[config.mk]
export PLATFORM = sky130hd
export DESIGN_NAME = frequency_digit_register_control
export DESIGN_NICKNAME = d
export VERILOG_FILES = /design/src/design/freq_ctl_pkg.sv /design/src/design/bcd_step_adder.sv /design/src/design/frequency_digit_register_control.sv
export SDC_FILE = /design/constraint.sdc
export NUM_CORES = 1
export LEC_CHECK = 0
export ABC_AREA = 1
export BUFFER_PORTS_ARGS = -buffer_cell sky130_fd_sc_hd__buf_2
export CAP_MARGIN = 20
export CORE_UTILIZATION = 35
export DETAILED_ROUTE_END_ITERATION = 16
export GPL_TIMING_DRIVEN = 0
export PLACE_DENSITY = 0.65
export SYNTH_ARGS = -nofsm -noshare
export SYNTH_HDL_FRONTEND = slang
export SYNTH_HIERARCHICAL = 1
export SYNTH_SLANG_ARGS = --single-unit
[constraint.sdc]
create_clock -name i_core_clk -period 6.28 [get_ports i_core_clk]
set_input_delay 0.314 -clock i_core_clk [delete_from_list [all_inputs] [get_ports i_core_clk]]
set_output_delay 0.314 -clock i_core_clk [all_outputs]
set_load 0.01 [all_outputs]
[src/design/freq_ctl_pkg.sv]
package freq_ctl_pkg;
   // Frequency word: nine BCD digits, digit 0 is 1 kHz, digit 8 is 100 GHz
   localparam int NUM_DIGITS = 9;
   localparam int CYCLE_STEPS = 18;
   localparam int DIGIT_W = 4;
   localparam int FREQ_W = NUM_DIGITS * DIGIT_W;

   typedef logic [DIGIT_W-1:0] digit_t;

   typedef struct packed {
      digit_t [NUM_DIGITS-1:0] digit;
   } freq_s;

   typedef struct packed {
      logic band_bit_b;
      logic band_bit_a;
   } band_s;

   // BCD words in kHz; packed BCD compares like plain binary
   localparam logic [FREQ_W-1:0] PRESET_BCD = 36'h003000000;
   localparam logic [FREQ_W-1:0] LIMIT_LOW_BCD = 36'h002000000;
   localparam logic [FREQ_W-1:0] LIMIT_HIGH_BCD = 36'h018000000;
   localparam logic [FREQ_W-1:0] BAND_TWO_BCD = 36'h006200000;
   localparam logic [FREQ_W-1:0] BAND_THREE_BCD = 36'h012400000;

   // Clock figures
   localparam int CORE_CLK_HZ = 40_000_000;
   localparam int REF_CLK_HZ = 10_000_000;
   localparam int GUARD_TIME_MS = 500;
   // Longest time, so rounded down
   localparam int GUARD_CYCLES_DEF = (CORE_CLK_HZ / 1000) * GUARD_TIME_MS;
   localparam int GUARD_CNT_W = 25;

   // Synchroniser slots for pin inputs
   localparam int SY_REF = 0;
   localparam int SY_KNOB = 1;
   localparam int SY_CCW = 2;
   localparam int SY_PRESET = 3;
   localparam int SY_FORCE = 4;
   localparam int SY_SUPPR = 5;
   localparam int SY_W = 6;

   typedef enum logic {
      ST_IDLE,
      ST_RUN
   } cyc_state_e;
endpackage

[src/design/bcd_step_adder.sv]
// One BCD digit of the serial plus-or-minus-one adder
module bcd_step_adder
   import freq_ctl_pkg::*;
(
   input wire freq_ctl_pkg::digit_t i_digit,
   input wire logic i_carry,
   input wire logic i_down,
   output freq_ctl_pkg::digit_t o_digit,
   output logic o_carry
);
   // Carry means +1 going up, borrow going down
   always_comb begin
      o_digit = i_digit;
      o_carry = 1'b0;
      if (i_carry && !i_down) begin
         if (i_digit >= 4'h9) begin
            o_digit = 4'h0;
            o_carry = 1'b1;
         end else begin
            o_digit = i_digit + 4'h1;
         end
      end else if (i_carry && i_down) begin
         if (i_digit == 4'h0) begin
            o_digit = 4'h9;
            o_carry = 1'b1;
         end else begin
            o_digit = i_digit - 4'h1;
         end
      end
   end
endmodule // bcd_step_adder

[src/design/frequency_digit_register_control.sv]
// Summary of operation
// - While the force strap is set, data cycles run back to back.
// - Cycle steps are paced by edges of the 10 MHz reference input.
// - The clock guard is high from power-up and drops in under a second.
// - While the suppress strap is set, out-of-limit knob changes stay.
// - Range error is low above 2 GHz and high below it.
// - A remote load is accepted even out of range; only a load below 2 GHz is flagged.
// - Knob direction output is low for clockwise, high for the other way.
// - Preset loads 3000.000 MHz and shows it on the display word.
// - At 1 kHz resolution knob steps move the 1 kHz digit up or down.
// - At resolutions 0 to 8 knob steps move the selected digit; above 8 no digit moves.
// - Band bits read 00 at 2 GHz, a at 10 GHz and b at 18 GHz.
// - A cycle is 18 steps; the first nine pass digits LSB first.
// - A decode error at cycle end starts more cycles until it clears.
// - A band remainder is rounded by one, the same way as the last knob or undo step.
// - After preset only the two gigahertz weight bits are set.
module frequency_digit_register_control
   import freq_ctl_pkg::*;
#(
   parameter int unsigned GUARD_CYCLES = freq_ctl_pkg::GUARD_CYCLES_DEF
) (
   input wire logic i_core_clk,
   input wire logic i_rst_b,
   input wire logic i_ce,
   input wire logic i_ref_clk,
   input wire logic i_rotary_pulse_knob,
   input wire logic i_knob_ccw,
   input wire logic [3:0] i_resolution,
   input wire logic i_preset_key,
   input wire logic i_load,
   input wire freq_ctl_pkg::freq_s i_load_freq,
   input wire logic i_force_cycle_strap,
   input wire logic i_limit_suppress_strap,
   output freq_ctl_pkg::freq_s o_freq,
   output freq_ctl_pkg::band_s o_band,
   output logic o_range_error,
   output logic o_decode_error_n,
   output logic o_knob_direction,
   output logic o_power_up_clock_guard,
   output logic o_phase_two_tick_n,
   output logic o_phase_three_tick_n,
   output logic o_cycle_active
);
   import freq_ctl_pkg::*;

   // Parameters the counter cannot serve
   if (GUARD_CYCLES < 1 || GUARD_CYCLES >= (1 << GUARD_CNT_W)) begin : g_bad
      $error("GUARD_CYCLES out of range");
   end

   logic [SY_W-1:0] sy_a_r, sy_b_r, sy_c_r;
   logic ref_tick, knob_edge, preset_edge, force_s, suppr_s, ccw_s;
   logic guard_r, guard_nxt;
   logic [GUARD_CNT_W-1:0] gcnt_r, gcnt_nxt;
   cyc_state_e state_r, state_nxt;
   logic [4:0] step_r, step_nxt;
   logic op_r, op_nxt, dir_r, dir_nxt, carry_r, carry_nxt;
   logic [3:0] sel_r, sel_nxt;
   logic round_dir_r, round_dir_nxt, knob_flag_r, knob_flag_nxt;
   logic knob_pend_r, knob_pend_nxt, preset_pend_r, preset_pend_nxt;
   logic load_pend_r, load_pend_nxt;
   freq_s freq_r, freq_nxt, load_buf_r, load_buf_nxt;
   band_s band_r, band_nxt, band_now;
   logic rerr_r, rerr_nxt, derr_n_r, derr_n_nxt;
   logic tick2_n_r, tick2_n_nxt, tick3_n_r, tick3_n_nxt;
   logic below_low, above_high, rem, undo, end_evt, go;
   logic [3:0] idx;
   logic [6:0] dsum;
   digit_t add_out;
   logic add_cout, add_cin;

   // Two flip-flops on each of the six pin inputs; third stage for edge detection and the knob direction output
   always_ff @(posedge i_core_clk) begin
      if (!i_rst_b) begin
         sy_a_r <= '0;
         sy_b_r <= '0;
         sy_c_r <= '0;
      end else if (i_ce) begin
         sy_a_r <= {i_limit_suppress_strap, i_force_cycle_strap,
                    i_preset_key, i_knob_ccw, i_rotary_pulse_knob, i_ref_clk};
         sy_b_r <= sy_a_r;
         sy_c_r <= sy_b_r;
      end
   end

   assign ref_tick = sy_b_r[SY_REF] & ~sy_c_r[SY_REF];
   assign knob_edge = sy_b_r[SY_KNOB] & ~sy_c_r[SY_KNOB];
   assign preset_edge = sy_b_r[SY_PRESET] & ~sy_c_r[SY_PRESET];
   assign ccw_s = sy_b_r[SY_CCW];
   assign force_s = sy_b_r[SY_FORCE];
   assign suppr_s = sy_b_r[SY_SUPPR];

   // Power-up guard: high out of reset, released after the count
   always_comb begin
      guard_nxt = guard_r;
      gcnt_nxt = gcnt_r;
      if (guard_r) begin
         if (gcnt_r == GUARD_CNT_W'(GUARD_CYCLES - 1)) begin
            guard_nxt = 1'b0;
         end else begin
            gcnt_nxt = gcnt_r + 1'b1;
         end
      end
   end

   always_ff @(posedge i_core_clk) begin
      if (!i_rst_b) begin
         guard_r <= 1'b1;
         gcnt_r <= '0;
      end else if (i_ce) begin
         guard_r <= guard_nxt;
         gcnt_r <= gcnt_nxt;
      end
   end

   // Decoders look at the whole word; BCD order equals binary order
   always_comb begin
      dsum = '0;
      for (int k = 0; k < NUM_DIGITS; k++) begin
         dsum = dsum + 7'(freq_r.digit[k]);
      end
      below_low = freq_r < LIMIT_LOW_BCD;
      above_high = freq_r > LIMIT_HIGH_BCD;
      band_now.band_bit_a = (freq_r >= BAND_TWO_BCD) &&
                            (freq_r < BAND_THREE_BCD);
      band_now.band_bit_b = freq_r >= BAND_THREE_BCD;
      // Even/3-divisibility from LSB parity and digit sum
      rem = (band_now.band_bit_a && freq_r.digit[0][0]) ||
            (band_now.band_bit_b && (dsum % 7'd3) != 7'd0);
      undo = knob_flag_r && !suppr_s && (below_low || above_high);
   end

   // Serial adder sees one digit per step, LSB first
   assign idx = (step_r < 5'(NUM_DIGITS)) ? step_r[3:0] : 4'h0;
   assign add_cin = carry_r | (op_r && step_r[3:0] == sel_r &&
                    step_r < 5'(NUM_DIGITS));

   bcd_step_adder u_adder (
      .i_digit(freq_r.digit[idx]),
      .i_carry(add_cin),
      .i_down(dir_r),
      .o_digit(add_out),
      .o_carry(add_cout)
   );

   assign end_evt = !guard_r && state_r == ST_RUN && ref_tick &&
                    step_r == 5'(CYCLE_STEPS - 1);

   // Cycle sequencer and frequency register
   always_comb begin
      state_nxt = state_r;
      step_nxt = step_r;
      op_nxt = op_r;
      dir_nxt = dir_r;
      sel_nxt = sel_r;
      carry_nxt = carry_r;
      freq_nxt = freq_r;
      round_dir_nxt = round_dir_r;
      knob_flag_nxt = knob_flag_r;
      band_nxt = band_r;
      rerr_nxt = rerr_r;
      derr_n_nxt = derr_n_r;
      go = 1'b0;
      // Set wins over consume
      knob_pend_nxt = knob_pend_r | knob_edge;
      preset_pend_nxt = preset_pend_r | preset_edge;
      load_pend_nxt = load_pend_r | i_load;
      load_buf_nxt = i_load ? i_load_freq : load_buf_r;
      tick2_n_nxt = 1'b1;
      tick3_n_nxt = 1'b1;
      if (guard_r) begin
         // Nothing reaches the register while guarded
         knob_pend_nxt = 1'b0;
         preset_pend_nxt = 1'b0;
         load_pend_nxt = 1'b0;
      end else begin
         case (state_r)
            ST_IDLE: begin
               if (preset_pend_r) begin
                  freq_nxt = PRESET_BCD;
                  preset_pend_nxt = preset_edge;
                  op_nxt = 1'b0;
                  knob_flag_nxt = 1'b0;
                  go = 1'b1;
               end else if (load_pend_r) begin
                  freq_nxt = load_buf_r;
                  load_pend_nxt = i_load;
                  op_nxt = 1'b0;
                  knob_flag_nxt = 1'b0;
                  go = 1'b1;
               end else if (knob_pend_r) begin
                  knob_pend_nxt = knob_edge;
                  op_nxt = 1'b1;
                  dir_nxt = ccw_s;
                  sel_nxt = i_resolution;
                  round_dir_nxt = ccw_s;
                  knob_flag_nxt = 1'b1;
                  go = 1'b1;
               end else if (force_s) begin
                  op_nxt = 1'b0;
                  go = 1'b1;
               end
            end
            ST_RUN: begin
               if (ref_tick) begin
                  tick2_n_nxt = step_r >= 5'(NUM_DIGITS);
                  tick3_n_nxt = step_r < 5'(NUM_DIGITS);
                  if (step_r < 5'(NUM_DIGITS)) begin
                     freq_nxt.digit[idx] = add_out;
                     carry_nxt = add_cout;
                  end
                  step_nxt = step_r + 5'd1;
                  if (end_evt) begin
                     band_nxt = band_now;
                     rerr_nxt = below_low;
                     derr_n_nxt = !(rem || undo);
                     state_nxt = ST_IDLE;
                     if (rem) begin
                        // Round at 1 kHz, same way as last step
                        op_nxt = 1'b1;
                        dir_nxt = round_dir_r;
                        sel_nxt = 4'h0;
                        go = 1'b1;
                     end else if (undo) begin
                        // Back out the knob step that left the limits
                        op_nxt = 1'b1;
                        dir_nxt = ~dir_r;
                        round_dir_nxt = ~dir_r;
                        knob_flag_nxt = 1'b0;
                        go = 1'b1;
                     end
                  end
               end
            end
            default: state_nxt = ST_IDLE;
         endcase
      end
      if (go) begin
         state_nxt = ST_RUN;
         step_nxt = '0;
         carry_nxt = 1'b0;
      end
   end

   // Reset stands in for a cold start with a flat battery
   always_ff @(posedge i_core_clk) begin
      if (!i_rst_b) begin
         state_r <= ST_IDLE;
         step_r <= '0;
         op_r <= 1'b0;
         dir_r <= 1'b0;
         sel_r <= '0;
         carry_r <= 1'b0;
         freq_r <= PRESET_BCD;
         round_dir_r <= 1'b0;
         knob_flag_r <= 1'b0;
         knob_pend_r <= 1'b0;
         preset_pend_r <= 1'b0;
         load_pend_r <= 1'b0;
         load_buf_r <= '0;
         band_r <= '0;
         rerr_r <= 1'b0;
         derr_n_r <= 1'b1;
         tick2_n_r <= 1'b1;
         tick3_n_r <= 1'b1;
      end else if (i_ce) begin
         state_r <= state_nxt;
         step_r <= step_nxt;
         op_r <= op_nxt;
         dir_r <= dir_nxt;
         sel_r <= sel_nxt;
         carry_r <= carry_nxt;
         freq_r <= freq_nxt;
         round_dir_r <= round_dir_nxt;
         knob_flag_r <= knob_flag_nxt;
         knob_pend_r <= knob_pend_nxt;
         preset_pend_r <= preset_pend_nxt;
         load_pend_r <= load_pend_nxt;
         load_buf_r <= load_buf_nxt;
         band_r <= band_nxt;
         rerr_r <= rerr_nxt;
         derr_n_r <= derr_n_nxt;
         tick2_n_r <= tick2_n_nxt;
         tick3_n_r <= tick3_n_nxt;
      end
   end

   assign o_freq = freq_r;
   assign o_band = band_r;
   assign o_range_error = rerr_r;
   assign o_decode_error_n = derr_n_r;
   assign o_knob_direction = sy_c_r[SY_CCW];
   assign o_power_up_clock_guard = guard_r;
   assign o_phase_two_tick_n = tick2_n_r;
   assign o_phase_three_tick_n = tick3_n_r;
   assign o_cycle_active = state_r == ST_RUN;

   property p_guard_hold;
      @(posedge i_core_clk) disable iff (!i_rst_b)
      guard_r |=> $stable(freq_r);
   endproperty
   a_guard_hold: assert property (p_guard_hold)
      else $error("register changed under clock guard");

   property p_guard_release;
      @(posedge i_core_clk) disable iff (!i_rst_b)
      i_ce && guard_r && gcnt_r == GUARD_CNT_W'(GUARD_CYCLES - 1)
      |=> !o_power_up_clock_guard;
   endproperty
   a_guard_release: assert property (p_guard_release)
      else $error("clock guard not released");

   property p_preset;
      @(posedge i_core_clk) disable iff (!i_rst_b)
      i_ce && !guard_r && state_r == ST_IDLE && preset_pend_r
      |=> o_freq == PRESET_BCD && o_cycle_active;
   endproperty
   a_preset: assert property (p_preset)
      else $error("preset did not load 3000 MHz");

   property p_range;
      @(posedge i_core_clk) disable iff (!i_rst_b)
      i_ce && end_evt |=> o_range_error == (o_freq < LIMIT_LOW_BCD);
   endproperty
   a_range: assert property (p_range)
      else $error("range error wrong at cycle end");

   property p_band;
      @(posedge i_core_clk) disable iff (!i_rst_b)
      i_ce && end_evt && freq_r == 36'h010000000
      |=> o_band.band_bit_a && !o_band.band_bit_b;
   endproperty
   a_band: assert property (p_band)
      else $error("band bits wrong at 10 GHz");

   property p_step_pace;
      @(posedge i_core_clk) disable iff (!i_rst_b)
      o_cycle_active && $changed(step_r) && step_r != 5'd0
      |-> $past(ref_tick) && $past(i_ce);
   endproperty
   a_step_pace: assert property (p_step_pace)
      else $error("step moved without reference edge");

   // A running cycle must not end or skip before its last step
   property p_cycle_len;
      @(posedge i_core_clk) disable iff (!i_rst_b)
      i_ce && state_r == ST_RUN && ref_tick
         && step_r < 5'(CYCLE_STEPS - 1)
      |=> o_cycle_active && step_r == $past(step_r) + 5'd1;
   endproperty
   a_cycle_len: assert property (p_cycle_len)
      else $error("cycle ended before its last step");

   property p_retry;
      @(posedge i_core_clk) disable iff (!i_rst_b)
      i_ce && end_evt && rem |=> o_cycle_active && op_r && sel_r == 4'h0
         && !o_decode_error_n;
   endproperty
   a_retry: assert property (p_retry)
      else $error("no rounding cycle after remainder");

   property p_force;
      @(posedge i_core_clk) disable iff (!i_rst_b)
      i_ce && !guard_r && state_r == ST_IDLE && force_s |=> o_cycle_active;
   endproperty
   a_force: assert property (p_force)
      else $error("forced cycling did not start a cycle");

   property p_knob_start;
      @(posedge i_core_clk) disable iff (!i_rst_b)
      i_ce && !guard_r && state_r == ST_IDLE && !preset_pend_r
         && !load_pend_r && knob_pend_r
      |=> op_r && sel_r == $past(i_resolution) && dir_r == $past(ccw_s);
   endproperty
   a_knob_start: assert property (p_knob_start)
      else $error("knob step did not start a stepping cycle");
endmodule // frequency_digit_register_control

==> results.md <==
* Die width at 151 um
* DRC viols at 0
* DRT Wirelength at 23900 um
* Placed insts at 1440
* Leakage at 0.00395 uW
* Area Overhead vs Synth at 21.0%
* Final count of hold timing violations at 0
* Fraction of layout cells with a size suffix above 1 at 16.4%
* Cell Pwr Density at 241 nW/um2
* Final max-slew violation count at 0
* Port bufs at 94
* Top post-synthesis cells by count: nor2_1 (177), inv_1 (144), dfxtp_1 (138)
* CTS Buf Count at 17
* Fin worst setup slack at 0.149 ns
* CP Launch Type: register
* Slowest CP cell: fa_1
* Largest net degree at the start of global routing at 17
* CTS tree: built
* CP required at 6.59 ns
* WS Path Type: reg2reg
* Fmax at 163 MHz
* H-tree levels at 4
* VDD IR-drop max at 171 uV
* Initial antenna violation count at 0
* Via Count at 7643
* CP max FO at 7
* Mapped Area at 7750 um2
* Placed instance area at 8570 um2
* Synth Flop Type: dfxtp_1
* Antenna-violating nets left at 0
* Max Buffers Root-to-Sink at 2
* Final Cell Area at 9370 um2
* I/O Pins at 95
* Status: finished, final reports clean
* Synth top area share at 35.7%
* Root Buffer: clkbuf_16
* CP Capture Type: register
* CP dominant cell by count: nand2_1
* Reg-to-reg slack, setup at 0.15 ns
* Yosys warnings at 6
* DP Wirelength at 18500 um
* Cells after Synth at 1066
* Die H at 151 um
* EDFF count, synth at 0
* Minimum clock period at 6.13 ns
* Routability Congestion at 0.940
* # nets final at 1279
* Syn_area_per_cell at 7.27 um2
* Clock slew at reported path FFs at 0.06 ns
* Top area cells in the synthesized netlist: dfxtp_1 (36%), nor2_1 (8.6%), inv_1 (7.0%)
* Path type of the worst min-delay path: in2reg
* Yosys reg bits at 138
* Max Cap Violations at 0
* Total GRT Usage at 21.2%
* Largest stage delay, worst path at 0.53 ns
* Initial DRC Count at 544
* DR vias/cell at 5.17
* Cell taking the most area after synthesis: dfxtp_1
* First-pass GRT wire length at 36800 um
* Setup violations, final at 0
* Worst Max-Slew Pin Slew at 0.772 ns
* CORE AREA at 21800 um2
* Vias in the first global route at 7003
* N_diodes at 0
* Cts hold-fix bufs at 0
* Period Utilization, post-route at 97.6%
* Net Count, Synth at 1160
* Pre-CTS setup slack at 0.0286 ns
* Synth cell types at 48
* CP arrival at 6.44 ns
* First-pass DRT Iterations at 7
* Grt ovf at 0
* Most frequent cell after synthesis: nor2_1
* Clk_lat worst skew at 0.43 ns
* Slew Limit Headroom at 48.5%
* Die area at 22700 um2
* Post-synthesis sequential area ratio at 35.7%
* Clk_skew at 0.00772 ns
* Util after Layout at 43.1%
* Core Rows at 54
* CTS sink count at 138
* Starting Density at 35.6%
* Hold_ws at 0.112 ns
* Fin cells at 1478
* Ys async rst share at 0%
* Per-cell routed wire length at 16.2 um
## critical path, delay by kind of cell, from the launching register on
family	cells	cell delay (ns)
and+or+nand+nor	21	2.34
buffers and inverters	5	0.31
AOI/OAI and AO/OA	2	0.30
adders and majority gates	6	2.65
DFF	1	0.41
## final cells by class
cell class	instances	area [um2]
inverters	154	581
repair buffers	100	515
fillers	2295	12400
flip-flops and latches	138	2780
plain buffers	33	125
well taps	280	350
multi-input cells	741	4370
clock buffers	21	460
clock inverters	11	193
## registers in the layout (all words and copies together), names as in the netlist, 2 cells and up
register	flops
gcnt_r	25
load_buf_r	36
o_band	2
o_freq	36
sel_r	4
step_r	5
sy_a_r	6
sy_b_r	6
sy_c_r	4
## stage by stage
step                      power, uW  TNS (ns)
final                          2260         0
after floorplan                1080         0
after detailed placement       1150         0
after global routing           2340    -0.548
after global placement         1150         0
after CTS                      2260         0
## power breakdown
| group | switching, uW | internal, uW | total [uW] |
|---|---|---|---|
| registers | 18.5 | 903 | 921 |
| clock network | 384 | 725 | 1110 |
| logic | 142 | 86.9 | 229 |
| total | 545 | 1710 | 2260 |
## final timing paths
path,cells after the start,start,to
setup reg to reg,34,o_freq[15]$_SDFFE_PN0P_,carry_r$_SDFFE_PN0P_
hold / removal,3,i_rotary_pulse_knob,sy_a_r[1]$_SDFFE_PN0P_
hold reg to reg,2,round_dir_r$_SDFFE_PN0P_,round_dir_r$_SDFFE_PN0P_
setup / recovery,34,o_freq[15]$_SDFFE_PN0P_,carry_r$_SDFFE_PN0P_
## cells in the final DEF, fill, tap and decap left out, types with 10 or more instances in the layout
master     synthesis  routed
ha_1              18      15
a21oi_1           86      85
inv_1            144     142
nand2_2           12      15
dfxtp_1          138     130
clkbuf_16          0      17
nor2_1           177     177
clkbuf_1          28      30
o22ai_1           11      11
nor3_1            15      15
nand2_1          109     103
buf_2              1      95
nand3_1           56      53
nand4_1           15      15
a211oi_1          38      38
o21ai_0           92      92
fa_1              26      25
nor4_1            10      10
## logic make-up (layout without fill, tap and decap cells)
family                     count (synthesis)  count (layout)  synth area share, %
AOI/OAI and AO/OA                        273             273                 20.5
xor gates and xnor gates                   9               9                 1.02
adders and majority gates                 44              44                 9.63
buffers and inverters                    187             319                 9.08
DFF                                      138             138                 35.7
and+or+nand+nor                          415             415                 24.1
## metal layers
metal | part of all wire, % | GRT usage (%) | vias to the layer above | wire (um)
met2 | 47 | 34.2 | 233 | 11200
met3 | 5.6 | 3.89 | 26 | 1340
met4 | 1.3 | 6.65 | 0 | 318
met1 | 46 | 28.7 | 3563 | 11000
li1 | - | - | 3821 | -
met5 | 0 | 0 | - | 0
## what timing repair did
item                       CTS  global route
resized for setup            1            31
pin swaps                    0            17
setup buffers                0             6
setup endpoints to repair    1            16
No activity file was read; power rests on OpenSTA's default activity.
